--- src/hdl/pcc_defs.svh ---
// constants for the pulse counter core: reset values, fail mode codes, timing
`ifndef PCC_DEFS_SVH
`define PCC_DEFS_SVH

// configuration reset values and the timebase minimum
`define PCC_EN_RST        1'b0
`define PCC_DIR_RST       1'b0
`define PCC_SHOT_RST      1'b0
`define PCC_FILT_RST      1'b0
`define PCC_STROBE_RST    1'b0
`define PCC_FAIL_RST      2'h0
`define PCC_TB_RST        16'h03e8
`define PCC_TB_MIN        16'h000a
`define PCC_HI_LIM_RST    16'h7fff
`define PCC_LO_LIM_RST    16'h0000
`define PCC_ON_PST_RST    16'h7fff
`define PCC_OFF_PST_RST   16'h0000
`define PCC_PRELOAD_RST   16'h0000

// fail mode codes
`define PCC_FAIL_NORMAL   2'h0
`define PCC_FAIL_LOW      2'h1
`define PCC_FAIL_HOLD     2'h2

// timing in nanoseconds and derived cycle counts
`define PCC_CLK_NS        20
`define PCC_CMP_NS        500000
`define PCC_MS_NS         1000000
`define PCC_HF_NS         2000
`define PCC_LF_NS         1000000
`define PCC_CMP_CYC       (`PCC_CMP_NS / `PCC_CLK_NS)
`define PCC_MS_CYC        (`PCC_MS_NS / `PCC_CLK_NS)
`define PCC_HF_CYC        (`PCC_HF_NS / `PCC_CLK_NS)
`define PCC_LF_CYC        (`PCC_LF_NS / `PCC_CLK_NS)

`endif

--- src/hdl/pcc_pkg.sv ---
// types shared by the pulse counter core modules
package pcc_pkg;
	// signed accumulator word
	typedef logic signed [15:0] pcc_cnt_t;
	// behaviour of the output while the host is stopped
	typedef enum logic [1:0] {
		fail_normal    = 2'b00,
		fail_force_low = 2'b01,
		fail_hold      = 2'b10
	} pcc_fail_t;
endpackage : pcc_pkg

--- src/hdl/pcc_sig_if.sv ---
// filtered input level and its rising-edge pulse
`timescale 1ns/1ns
`default_nettype none
interface pcc_sig_if;
	logic level; // filtered level
	logic rise;  // one-cycle pulse on a filtered rising edge
	modport src (output level, output rise);
	modport dst (input level, input rise);
endinterface : pcc_sig_if
`default_nettype wire

--- src/hdl/pcc_filt.sv ---
// selectable stability filter with rising-edge detection
`timescale 1ns/1ns
`default_nettype none
module pcc_filt #(
	parameter int HF_CYC = 100,
	parameter int LF_CYC = 50000,
	parameter int CW     = 16
) (
	// clock and reset
	input  wire logic   clk,
	input  wire logic   rst,
	// raw input and filter choice
	input  wire logic   raw,
	input  wire logic   sel_low,
	// filtered output
	pcc_sig_if.src      sig
);
	localparam logic [CW-1:0] HF_L = CW'(HF_CYC - 1); // fast settle count
	localparam logic [CW-1:0] LF_L = CW'(LF_CYC - 1); // slow settle count

	logic [CW-1:0] cnt;   // cycles the raw input has differed
	logic [CW-1:0] lim;   // settle count in use

	assign lim = sel_low ? LF_L : HF_L;

	// accept a new level only after it stood for the whole settle time
	always_ff @(posedge clk or posedge rst) begin
		if (rst) begin
			cnt       <= '0;
			sig.level <= 1'b0;
			sig.rise  <= 1'b0;
		end else begin
			sig.rise <= 1'b0;
			if (raw == sig.level) begin
				cnt <= '0;
			end else if (cnt >= lim) begin
				cnt       <= '0;
				sig.level <= raw;
				sig.rise  <= raw;
			end else begin
				cnt <= cnt + 1'b1;
			end
		end
	end
endmodule : pcc_filt
`default_nettype wire

--- src/hdl/pcc_top.sv ---
// pulse counter core: accumulator, limits, rate, preset output, fail mode
// Notes on behaviour
// counter starts disabled until configuration enables it
// filters default fast; strobe use forces fast
// one counter, direction up or down, up default
// continuous mode wraps to the opposite limit
// single shot stops at limit, reversal leaves it
// timebase 10 to 65535 ms, default 1000
// rate register captures interval count, wraps silently
// signed limits, high above low, defaults given
// new limits force stray accumulator to low
// bad limit pair rejected, error flag raised
// host orders single limit changes to stay valid
// between presets output takes lower preset state
// outside presets output takes upper preset state
// limits replace missing preset, wrap toggles output
// no preset in range: output fixed constant
// equal presets: off outside, one value inside
// presets compared every half millisecond
// preload input loads signed preload value
// above high limit: overflow unless down counts
// below low limit: down count underflows at once
// stopped host: normal, forced low or hold
// fail behaviour lasts while host stays stopped
// fast filter passes counts up to 10 kHz
// disabled counter ignores inputs, output low
`include "pcc_defs.svh"
`timescale 1ns/1ns
`default_nettype none
module pcc_top #(
	parameter int CMP_CYC = `PCC_CMP_CYC,
	parameter int MS_CYC  = `PCC_MS_CYC,
	parameter int HF_CYC  = `PCC_HF_CYC,
	parameter int LF_CYC  = `PCC_LF_CYC
) (
	// clock and reset
	input  wire logic               SYS_CLK,
	input  wire logic               RST,
	// field inputs
	input  wire logic               CNT_IN,
	input  wire logic               PLD_IN,
	// host state
	input  wire logic               CPU_RUN,
	// general configuration, taken on CFG_WR
	input  wire logic               CFG_WR,
	input  wire logic               CFG_EN,
	input  wire logic               CFG_DIR_DOWN,
	input  wire logic               CFG_ONE_SHOT,
	input  wire logic               CFG_CNT_FILT_LOW,
	input  wire logic               CFG_PLD_STROBE,
	input  wire logic               CFG_PLD_FILT_LOW,
	input  wire logic [1:0]         CFG_FAIL_MODE,
	input  wire logic [15:0]        CFG_TIMEBASE,
	input  wire logic [15:0]        CFG_ON_PST,
	input  wire logic [15:0]        CFG_OFF_PST,
	input  wire logic [15:0]        CFG_PRELOAD,
	// limit pair, taken on CFG_LIM_WR
	input  wire logic               CFG_LIM_WR,
	input  wire logic [15:0]        CFG_HI_LIM,
	input  wire logic [15:0]        CFG_LO_LIM,
	// status
	output var  pcc_pkg::pcc_cnt_t  ACC,
	output var  pcc_pkg::pcc_cnt_t  RATE,
	output var  pcc_pkg::pcc_cnt_t  STROBE_VAL,
	output logic                    OUT_Q,
	output logic                    ENABLED,
	output logic                    LIM_ERR
);
	localparam int CMPW = $clog2(CMP_CYC); // half-ms prescaler width
	localparam int MSW  = $clog2(MS_CYC);  // ms prescaler width

	// configuration state
	logic               dir_down;    // count direction
	logic               one_shot;    // stop at limits
	logic               cnt_low;     // slow filter on count input
	logic               pld_strobe;  // second input used as strobe
	logic               pld_low;     // slow filter wanted on second input
	pcc_pkg::pcc_fail_t fail_mode;   // output behaviour while host stopped
	logic [15:0]        tb_ms;       // timebase length in ms
	pcc_pkg::pcc_cnt_t  on_pst;      // on switching point
	pcc_pkg::pcc_cnt_t  off_pst;     // off switching point
	pcc_pkg::pcc_cnt_t  preload;     // value loaded by the preload input
	pcc_pkg::pcc_cnt_t  hi_lim;      // upper count limit
	pcc_pkg::pcc_cnt_t  lo_lim;      // lower count limit

	// timing state
	logic [CMPW-1:0]    cmp_pre;     // half-ms prescaler
	logic               cmp_tick;    // one cycle per half-ms period
	logic [MSW-1:0]     ms_pre;      // ms prescaler
	logic [15:0]        tb_cnt;      // ms elapsed in current interval
	logic               tb_end;      // last cycle of an interval
	logic               down_seen;   // a down count arrived this period
	pcc_pkg::pcc_cnt_t  rate_cnt;    // signed count of current interval

	// combinational helpers
	pcc_pkg::pcc_cnt_t  new_hi;      // offered high limit
	pcc_pkg::pcc_cnt_t  new_lo;      // offered low limit
	logic               lim_ok;      // accepted limit write
	logic               lim_fix;     // accepted and accumulator outside
	logic               cnt_ev;      // counted pulse
	logic               pld_ev;      // preload request
	logic               stb_ev;      // strobe capture request
	logic               ovf_chk;     // period-end overflow adjustment
	logic               next_out;    // compared output state
	pcc_pkg::pcc_cnt_t  next_acc;    // accumulator next value
	pcc_pkg::pcc_cnt_t  step;        // signed step of this cycle
	pcc_pkg::pcc_cnt_t  next_rate;   // interval count including this cycle
	logic [1:0]         raw_in;      // raw field inputs
	logic [1:0]         sel_low;     // filter choice per input

	// filtered inputs: index 0 count, index 1 preload or strobe
	pcc_sig_if sig [2] ();

	assign raw_in  = {PLD_IN, CNT_IN};
	assign sel_low = {pld_low & ~pld_strobe, cnt_low};

	// one filter per field input; fast setting settles well inside 50 us
	genvar gi;
	generate
		for (gi = 0; gi < 2; gi++) begin : g_filt
			pcc_filt #(
				.HF_CYC (HF_CYC),
				.LF_CYC (LF_CYC),
				.CW     (MSW + 1)
			) u_filt (
				.clk     (SYS_CLK),
				.rst     (RST),
				.raw     (raw_in[gi]),
				.sel_low (sel_low[gi]),
				.sig     (sig[gi])
			);
		end
	endgenerate

	// output state for an accumulator value and the two presets
	function automatic logic cmp_out(
		input pcc_pkg::pcc_cnt_t a,
		input pcc_pkg::pcc_cnt_t on,
		input pcc_pkg::pcc_cnt_t off,
		input pcc_pkg::pcc_cnt_t hi,
		input pcc_pkg::pcc_cnt_t lo
	);
		logic              on_in;
		logic              off_in;
		logic              res;
		pcc_pkg::pcc_cnt_t on_c;
		pcc_pkg::pcc_cnt_t off_c;
		on_in  = (on >= lo) && (on <= hi);
		off_in = (off >= lo) && (off <= hi);
		on_c   = on_in ? on : ((on > hi) ? hi : lo);
		off_c  = off_in ? off : ((off > hi) ? hi : lo);
		res    = 1'b0;
		if (on == off) begin
			// single on value inside, never on outside
			res = on_in && (a == on);
		end else if (!on_in && !off_in) begin
			// fixed at the upper preset's state
			res = (on > off);
		end else if (on < off) begin
			// on inclusive from on point to off point
			res = (a >= on_c) && (a <= off_c);
		end else begin
			// off inclusive from off point to on point
			res = !((a >= off_c) && (a <= on_c));
		end
		return res;
	endfunction : cmp_out

	// event decode; field events and overflow are ignored while disabled, limit writes are not
	always_comb begin
		new_hi  = pcc_pkg::pcc_cnt_t'(CFG_HI_LIM);
		new_lo  = pcc_pkg::pcc_cnt_t'(CFG_LO_LIM);
		lim_ok  = CFG_LIM_WR && (new_hi > new_lo);
		lim_fix = lim_ok && ((ACC > new_hi) || (ACC < new_lo));
		cnt_ev  = ENABLED && sig[0].rise;
		pld_ev  = ENABLED && sig[1].rise && !pld_strobe;
		stb_ev  = ENABLED && sig[1].rise && pld_strobe;
		ovf_chk = ENABLED && cmp_tick && (ACC > hi_lim) && !down_seen;
		next_out = cmp_out(ACC, on_pst, off_pst, hi_lim, lo_lim);
	end

	// accumulator next value by priority: limits, preload, overflow, count
	always_comb begin
		next_acc = ACC;
		if (lim_fix) begin
			next_acc = new_lo;
		end else if (pld_ev) begin
			next_acc = preload;
		end else if (ovf_chk) begin
			next_acc = one_shot ? hi_lim : lo_lim;
		end else if (cnt_ev && !dir_down) begin
			if (ACC > hi_lim) begin
				// held until the period ends without down counts
				next_acc = ACC;
			end else if (ACC == hi_lim) begin
				next_acc = one_shot ? hi_lim : lo_lim;
			end else begin
				next_acc = ACC + 16'sh0001;
			end
		end else if (cnt_ev) begin
			if (ACC <= lo_lim) begin
				// at or below low limit: underflow at once
				next_acc = one_shot ? lo_lim : hi_lim;
			end else begin
				next_acc = ACC - 16'sh0001;
			end
		end
	end

	// signed step for the rate count; wraps without saturation
	always_comb begin
		step = 16'sh0000;
		if (cnt_ev) begin
			step = dir_down ? -16'sh0001 : 16'sh0001;
		end
		next_rate = rate_cnt + step;
	end

	// general configuration register
	always_ff @(posedge SYS_CLK or posedge RST) begin
		if (RST) begin
			ENABLED    <= `PCC_EN_RST;
			dir_down   <= `PCC_DIR_RST;
			one_shot   <= `PCC_SHOT_RST;
			cnt_low    <= `PCC_FILT_RST;
			pld_strobe <= `PCC_STROBE_RST;
			pld_low    <= `PCC_FILT_RST;
			fail_mode  <= pcc_pkg::fail_normal;
			tb_ms      <= `PCC_TB_RST;
			on_pst     <= `PCC_ON_PST_RST;
			off_pst    <= `PCC_OFF_PST_RST;
			preload    <= `PCC_PRELOAD_RST;
		end else if (CFG_WR) begin
			ENABLED    <= CFG_EN;
			dir_down   <= CFG_DIR_DOWN;
			one_shot   <= CFG_ONE_SHOT;
			cnt_low    <= CFG_CNT_FILT_LOW;
			pld_strobe <= CFG_PLD_STROBE;
			pld_low    <= CFG_PLD_FILT_LOW;
			// unused code falls back to normal operation
			unique case (CFG_FAIL_MODE)
				`PCC_FAIL_LOW:  fail_mode <= pcc_pkg::fail_force_low;
				`PCC_FAIL_HOLD: fail_mode <= pcc_pkg::fail_hold;
				default:        fail_mode <= pcc_pkg::fail_normal;
			endcase
			// short timebase values are raised to the floor
			tb_ms      <= (CFG_TIMEBASE < `PCC_TB_MIN) ?
				`PCC_TB_MIN : CFG_TIMEBASE;
			on_pst     <= pcc_pkg::pcc_cnt_t'(CFG_ON_PST);
			off_pst    <= pcc_pkg::pcc_cnt_t'(CFG_OFF_PST);
			preload    <= pcc_pkg::pcc_cnt_t'(CFG_PRELOAD);
		end
	end

	// limit pair and its error flag; a bad pair keeps the old limits
	always_ff @(posedge SYS_CLK or posedge RST) begin
		if (RST) begin
			hi_lim  <= `PCC_HI_LIM_RST;
			lo_lim  <= `PCC_LO_LIM_RST;
			LIM_ERR <= 1'b0;
		end else if (CFG_LIM_WR) begin
			if (lim_ok) begin
				hi_lim  <= new_hi;
				lo_lim  <= new_lo;
				LIM_ERR <= 1'b0;
			end else begin
				LIM_ERR <= 1'b1;
			end
		end
	end

	// half-millisecond compare period
	always_ff @(posedge SYS_CLK or posedge RST) begin
		if (RST) begin
			cmp_pre  <= '0;
			cmp_tick <= 1'b0;
		end else if (cmp_pre == CMPW'(CMP_CYC - 1)) begin
			cmp_pre  <= '0;
			cmp_tick <= 1'b1;
		end else begin
			cmp_pre  <= cmp_pre + 1'b1;
			cmp_tick <= 1'b0;
		end
	end

	// down counts seen in the running period; a new event wins the clear
	always_ff @(posedge SYS_CLK or posedge RST) begin
		if (RST) begin
			down_seen <= 1'b0;
		end else begin
			down_seen <= (down_seen && !cmp_tick) ||
				(cnt_ev && dir_down);
		end
	end

	// accumulator
	always_ff @(posedge SYS_CLK or posedge RST) begin
		if (RST) begin
			ACC <= `PCC_PRELOAD_RST;
		end else begin
			ACC <= next_acc;
		end
	end

	// strobe register captures the accumulator on the strobe input
	always_ff @(posedge SYS_CLK or posedge RST) begin
		if (RST) begin
			STROBE_VAL <= 16'sh0000;
		end else if (stb_ev) begin
			STROBE_VAL <= ACC;
		end
	end

	// millisecond prescaler and timebase interval counter
	always_ff @(posedge SYS_CLK or posedge RST) begin
		if (RST) begin
			ms_pre <= '0;
			tb_cnt <= 16'h0000;
			tb_end <= 1'b0;
		end else if (!ENABLED) begin
			ms_pre <= '0;
			tb_cnt <= 16'h0000;
			tb_end <= 1'b0;
		end else if (ms_pre == MSW'(MS_CYC - 1)) begin
			ms_pre <= '0;
			if (tb_cnt >= tb_ms - 16'h0001) begin
				tb_cnt <= 16'h0000;
				tb_end <= 1'b1;
			end else begin
				tb_cnt <= tb_cnt + 16'h0001;
				tb_end <= 1'b0;
			end
		end else begin
			ms_pre <= ms_pre + 1'b1;
			tb_end <= 1'b0;
		end
	end

	// rate count and rate register
	always_ff @(posedge SYS_CLK or posedge RST) begin
		if (RST) begin
			rate_cnt <= 16'sh0000;
			RATE     <= 16'sh0000;
		end else if (!ENABLED) begin
			rate_cnt <= 16'sh0000;
		end else if (tb_end) begin
			RATE     <= next_rate;
			rate_cnt <= 16'sh0000;
		end else begin
			rate_cnt <= next_rate;
		end
	end

	// preset output with host fail handling
	always_ff @(posedge SYS_CLK or posedge RST) begin
		if (RST) begin
			OUT_Q <= 1'b0;
		end else if (!ENABLED) begin
			OUT_Q <= 1'b0;
		end else if (!CPU_RUN && fail_mode == pcc_pkg::fail_force_low) begin
			OUT_Q <= 1'b0;
		end else if (!CPU_RUN && fail_mode == pcc_pkg::fail_hold) begin
			OUT_Q <= OUT_Q;
		end else if (cmp_tick) begin
			OUT_Q <= next_out;
		end
	end

	// checks on the logic above
	AST_EN_CFG: assert property (@(posedge SYS_CLK) disable iff (RST)
		$changed(ENABLED) |-> $past(CFG_WR))
		else $error("enable changed without a configuration write");
	AST_UP_STEP: assert property (@(posedge SYS_CLK) disable iff (RST)
		cnt_ev && !dir_down && !lim_fix && !pld_ev && !ovf_chk &&
		ACC < hi_lim && ACC >= lo_lim |=> ACC == $past(ACC) + 16'sh0001)
		else $error("up count did not add one");
	AST_WRAP: assert property (@(posedge SYS_CLK) disable iff (RST)
		cnt_ev && !dir_down && !one_shot && ACC == hi_lim && !lim_fix &&
		!pld_ev && !ovf_chk |=> ACC == $past(lo_lim))
		else $error("continuous count did not wrap to low limit");
	AST_SHOT_HOLD: assert property (@(posedge SYS_CLK) disable iff (RST)
		cnt_ev && one_shot && dir_down && ACC == lo_lim && !lim_fix &&
		!pld_ev && !ovf_chk |=> $stable(ACC))
		else $error("single shot count left the limit");
	AST_RATE: assert property (@(posedge SYS_CLK) disable iff (RST)
		tb_end && ENABLED |=> RATE == $past(next_rate))
		else $error("rate register missed interval count");
	AST_LIM_REJ: assert property (@(posedge SYS_CLK) disable iff (RST)
		CFG_LIM_WR && !lim_ok |=> LIM_ERR && $stable(hi_lim) &&
		$stable(lo_lim))
		else $error("bad limit pair was not rejected");
	AST_LIM_FIX: assert property (@(posedge SYS_CLK) disable iff (RST)
		lim_fix |=> ACC == lo_lim)
		else $error("accumulator not moved to new low limit");
	AST_PRELOAD: assert property (@(posedge SYS_CLK) disable iff (RST)
		pld_ev && !lim_fix |=> ACC == $past(preload))
		else $error("preload value not loaded");
	AST_CMP_TIME: assert property (@(posedge SYS_CLK) disable iff (RST)
		$changed(OUT_Q) && $past(ENABLED) && $past(CPU_RUN) |->
		$past(cmp_tick))
		else $error("output changed outside a compare tick");
	AST_FORCE_LOW: assert property (@(posedge SYS_CLK) disable iff (RST)
		!CPU_RUN && fail_mode == pcc_pkg::fail_force_low ##1 !CPU_RUN
		|-> !OUT_Q)
		else $error("forced low fail mode left output on");
	AST_DIS_OFF: assert property (@(posedge SYS_CLK) disable iff (RST)
		!ENABLED |=> !OUT_Q)
		else $error("disabled counter drove output on");
endmodule : pcc_top
`default_nettype wire

--- config.mk ---
export PLATFORM = sky130hd
export DESIGN_NAME = pcc_top
export DESIGN_NICKNAME = d
export VERILOG_FILES = /design/src/hdl/pcc_pkg.sv /design/src/hdl/pcc_sig_if.sv /design/src/hdl/pcc_filt.sv /design/src/hdl/pcc_top.sv
export VERILOG_INCLUDE_DIRS = /design/src /design/src/hdl
export SDC_FILE = /design/constraint.sdc
export NUM_CORES = 1
export LEC_CHECK = 0
export ABC_CLOCK_PERIOD_IN_PS = 9000
export BUFFER_PORTS_ARGS = -buffer_cell sky130_fd_sc_hd__buf_2
export CORE_UTILIZATION = 62
export CTS_CLUSTER_DIAMETER = 150
export DETAILED_ROUTE_END_ITERATION = 8
export GPL_TIMING_DRIVEN = 0
export PLACE_DENSITY = 0.91
export SLEW_MARGIN = 20
export SYNTH_ARGS = -nofsm -noshare
export SYNTH_HDL_FRONTEND = slang
export SYNTH_SLANG_ARGS = --single-unit
export TNS_END_PERCENT = 20
--- constraint.sdc ---
create_clock -name SYS_CLK -period 9 [get_ports SYS_CLK]
set_input_delay 0.45 -clock SYS_CLK [delete_from_list [all_inputs] [get_ports SYS_CLK]]
set_output_delay 0.45 -clock SYS_CLK [all_outputs]
set_load 0.02 [all_outputs]
==> impl_metrics.tcl <==
set metrics [dict create \
    yosysTopAreaCell "dfrtp_1" \
    yosysUniqueCellTypes 84 \
    multi_input_area_sq_um 11700 \
    post-dp-hpwl_um 48200 \
    cts_made_buffers 29 \
    cp-start-kind "flop" \
    antenna_found_initial 1 \
    fin_crit_ns 5.84 \
    path_max_fanout 10 \
    finalSetupViolCount 0 \
    ir_drop_mv 0.254 \
    syn_avg_cell_area_sq_um 9.11 \
    grt_use_total_pct 42.0 \
    layout_setup_ws_ns 3.16 \
    drv_slew 0 \
    wl_met3_um 6530 \
    grt_max_degree 100 \
    die_area_sq_um 31300 \
    finClkSkew_ns 0.0239 \
    num-nets-final 2635 \
    clock_path_buffers 3 \
    synth_seq_cells 258 \
    initial_core_util_pct 63.6 \
    wl_per_cell_um 24.3 \
    post_cts_resized 0 \
    layout-drive-gt1-share_pct 15.6 \
    rsz0062_at_grt "false" \
    vias 18000 \
    fill_cells 2136 \
    top_layer "met4" \
    syn-num-nets 2440 \
    overflow 0 \
    async_reset_ff_share_pct 100 \
    place_ws_ns 3.41 \
    tightestPinTransition_ns 1.14 \
    ant_nets 0 \
    fin_setup_tns_ns 0 \
    dr.pass1.iters 6 \
    syn_inst 2084 \
    hold_viol_final 0 \
    worstPathArrival_ns 6.30 \
    drtIter0Drc 1711 \
    p_per_area_nw_per_um2 243 \
    grt_first_pass_wirelength_um 99700 \
    cts_tree "built" \
    cts-root-buf "clkbuf_16" \
    synth_area_sq_um 19000 \
    cpMaxStageDelayCell "dfrtp_1" \
    maxSlewHeadroom_pct 24.0 \
    critPathRequiredTime_ns 9.46 \
    fmax_mhz 171 \
    register_area_sq_um 6500 \
    synth-edff-count 0 \
    synth_common_cells "ha_1, dfrtp_1, nand2_1" \
    core_area_sq_um 29900 \
    wl_met1_um 25300 \
    vias_per_cell 6.67 \
    clk_latency_ns 0.57 \
    rows 63 \
    cpPeakStageDelay_ns 0.62 \
    synth_most_common_cell "ha_1" \
    critical_path.cell_chain "inv_1 > ha_1 > and4_1 > a31oi_1 > o21ai_0 > or3_1 > o211ai_1 > buf_2 > mux2i_1 > nor2_1 > a21oi_1 > ha_1 > nand3_1 > nor3_1 > a221oi_1 > o21ai_0 > a211oi_1 > nor3_1 > or4_1 > o211ai_1" \
    pin_count 162 \
    met2_length_um 29000 \
    die_w_um 177 \
    synth_seq_area_share_pct 34.2 \
    holdCritPathClass "primary input to flop" \
    endpoint_kind "flop" \
    yosysTopAreaCellShare_pct 29.2 \
    total_power_w 0.00521 \
    ctsHtreeMaxLevel 1 \
    whs_ns 0.105 \
    timing.final.crit_share_pct 64.9 \
    fin_cells 2693 \
    yosysWarnings 0 \
    drv_cap 0 \
    p_leak_nw 10.2 \
    gp_congestion 1.04 \
    clkTransAtPathRegs_ns 0.06 \
    worstSetupPathType "flop to flop" \
    remaining_drc_errors 0 \
    dominantRegCellSynth "dfrtp_1" \
    grt_pass1_vias 17800 \
    wl_um 65400 \
    synthToLayoutAreaGrowth_pct 12.7 \
    synth_area_leaders "dfrtp_1, ha_1, dfstp_2, o21ai_0, mux2_2" \
    dp_cells 2637 \
    status "finished, final reports clean" \
    dieHeight_um 177 \
    cts_sinks 258 \
    port-buffer-count 160 \
]
[cells in the final DEF (no fill, tap or decap), drive strengths merged, types with 36 or more instances in the layout]
| cell | count |
|---|---|
| nand3 | 70 |
| buf | 180 |
| clkbuf | 104 |
| mux2i | 61 |
| mux2 | 67 |
| inv | 122 |
| a21o | 36 |
| a21oi | 95 |
| xor2 | 62 |
| nand4 | 45 |
| nand2 | 195 |
| dfstp | 36 |
| dfrtp | 222 |
| xnor2 | 62 |
| o21ai | 185 |
| ha | 244 |
| nor2 | 180 |
[worst max-delay path, delay by kind of cell, from the launching register on]
kind,cells,cell delay [ns]
and+or+nand+nor,7,1.42
buffers and inverters,2,0.66
adders and majority gates,2,0.62
AOI/OAI and AO/OA,8,2.16
muxes,1,0.23
DFF,1,0.62
[where the power goes]
part | total [W] | internal [W] | switching [W]
sequential | 0.00169 | 0.00129 | 0.000407
clock | 0.00128 | 0.000780 | 0.000502
combinational | 0.00224 | 0.000906 | 0.00133
total | 0.00521 | 0.00297 | 0.00224
[kinds of logic after synthesis]
kind of cell | count (synthesis) | synth area share, %
xor gates and xnor gates | 124 | 5.72
and+or+nand+nor | 673 | 17.3
muxes | 128 | 7.19
DFF | 258 | 34.2
adders and majority gates | 245 | 16.2
buffers and inverters | 199 | 4.12
AOI/OAI and AO/OA | 457 | 15.3
[state kept, by name (all words and copies together), names as in the netlist, 15 cells and up]
register and count:
tb_cnt 16, g_filt.u_filt.cnt 34, tb_ms 16, cmp_pre 15, ms_pre 16, ACC 16, on_pst 16, preload 16
RATE 16, hi_lim 16, STROBE_VAL 16, off_pst 16, lo_lim 16, rate_cnt 16
[routing by layer]
layer | global-route usage [%] | vias up
met5 | 0 | -
met1 | 53.6 | 8702
met4 | 25.5 | 0
met2 | 66.0 | 1031
li1 | - | 7913
met3 | 8.12 | 306
[cell type report]
class / instances / area share [%]
Multi-Input combinational cell: 1627 / 54.7
Clock buffer: 42 / 4.04
Timing Repair Buffer: 164 / 4.08
Antenna cell: 1 / 0.0117
Tap cell: 390 / 2.28
Clock inverter: 12 / 0.806
Sequential cell: 258 / 30.4
Inverter: 120 / 2.14
Buffer: 79 / 1.55
[metrics by stage]
| stage | utilization [%] | instance area [sq um] |
|---|---|---|
| detailed placement | 68.1 | 20400 |
| global route | 71.7 | 21400 |
| CTS | 71.7 | 21400 |
| global placement | 67.9 | 20300 |
| floorplan | - | 19000 |
| finish | 71.7 | 21400 |
[worst paths after layout]
check                                start                          to  slack [ns]  cells past startpoint
setup / recovery                 lo_lim[9]                       OUT_Q        3.16                     20
hold / removal             CFG_TIMEBASE[0]                    tb_ms[0]        0.11                      3
setup reg to reg                 lo_lim[9]                       OUT_Q        3.16                     20
hold reg to reg                  ms_pre[0]                   ms_pre[0]        0.46                      1
max in group asynchronous              RST                   on_pst[3]        7.59                      4
min in group asynchronous              RST  g_filt[1].u_filt.sig.level        0.51                      3
[timing repair]
| action | CTS | global route |
|---|---|---|
| endpoints found under the hold margin | 63 | 0 |
| hold buffers | 1 | 0 |
| buffers inserted | 0 | 0 |
(Power assumes the default switching activity.)
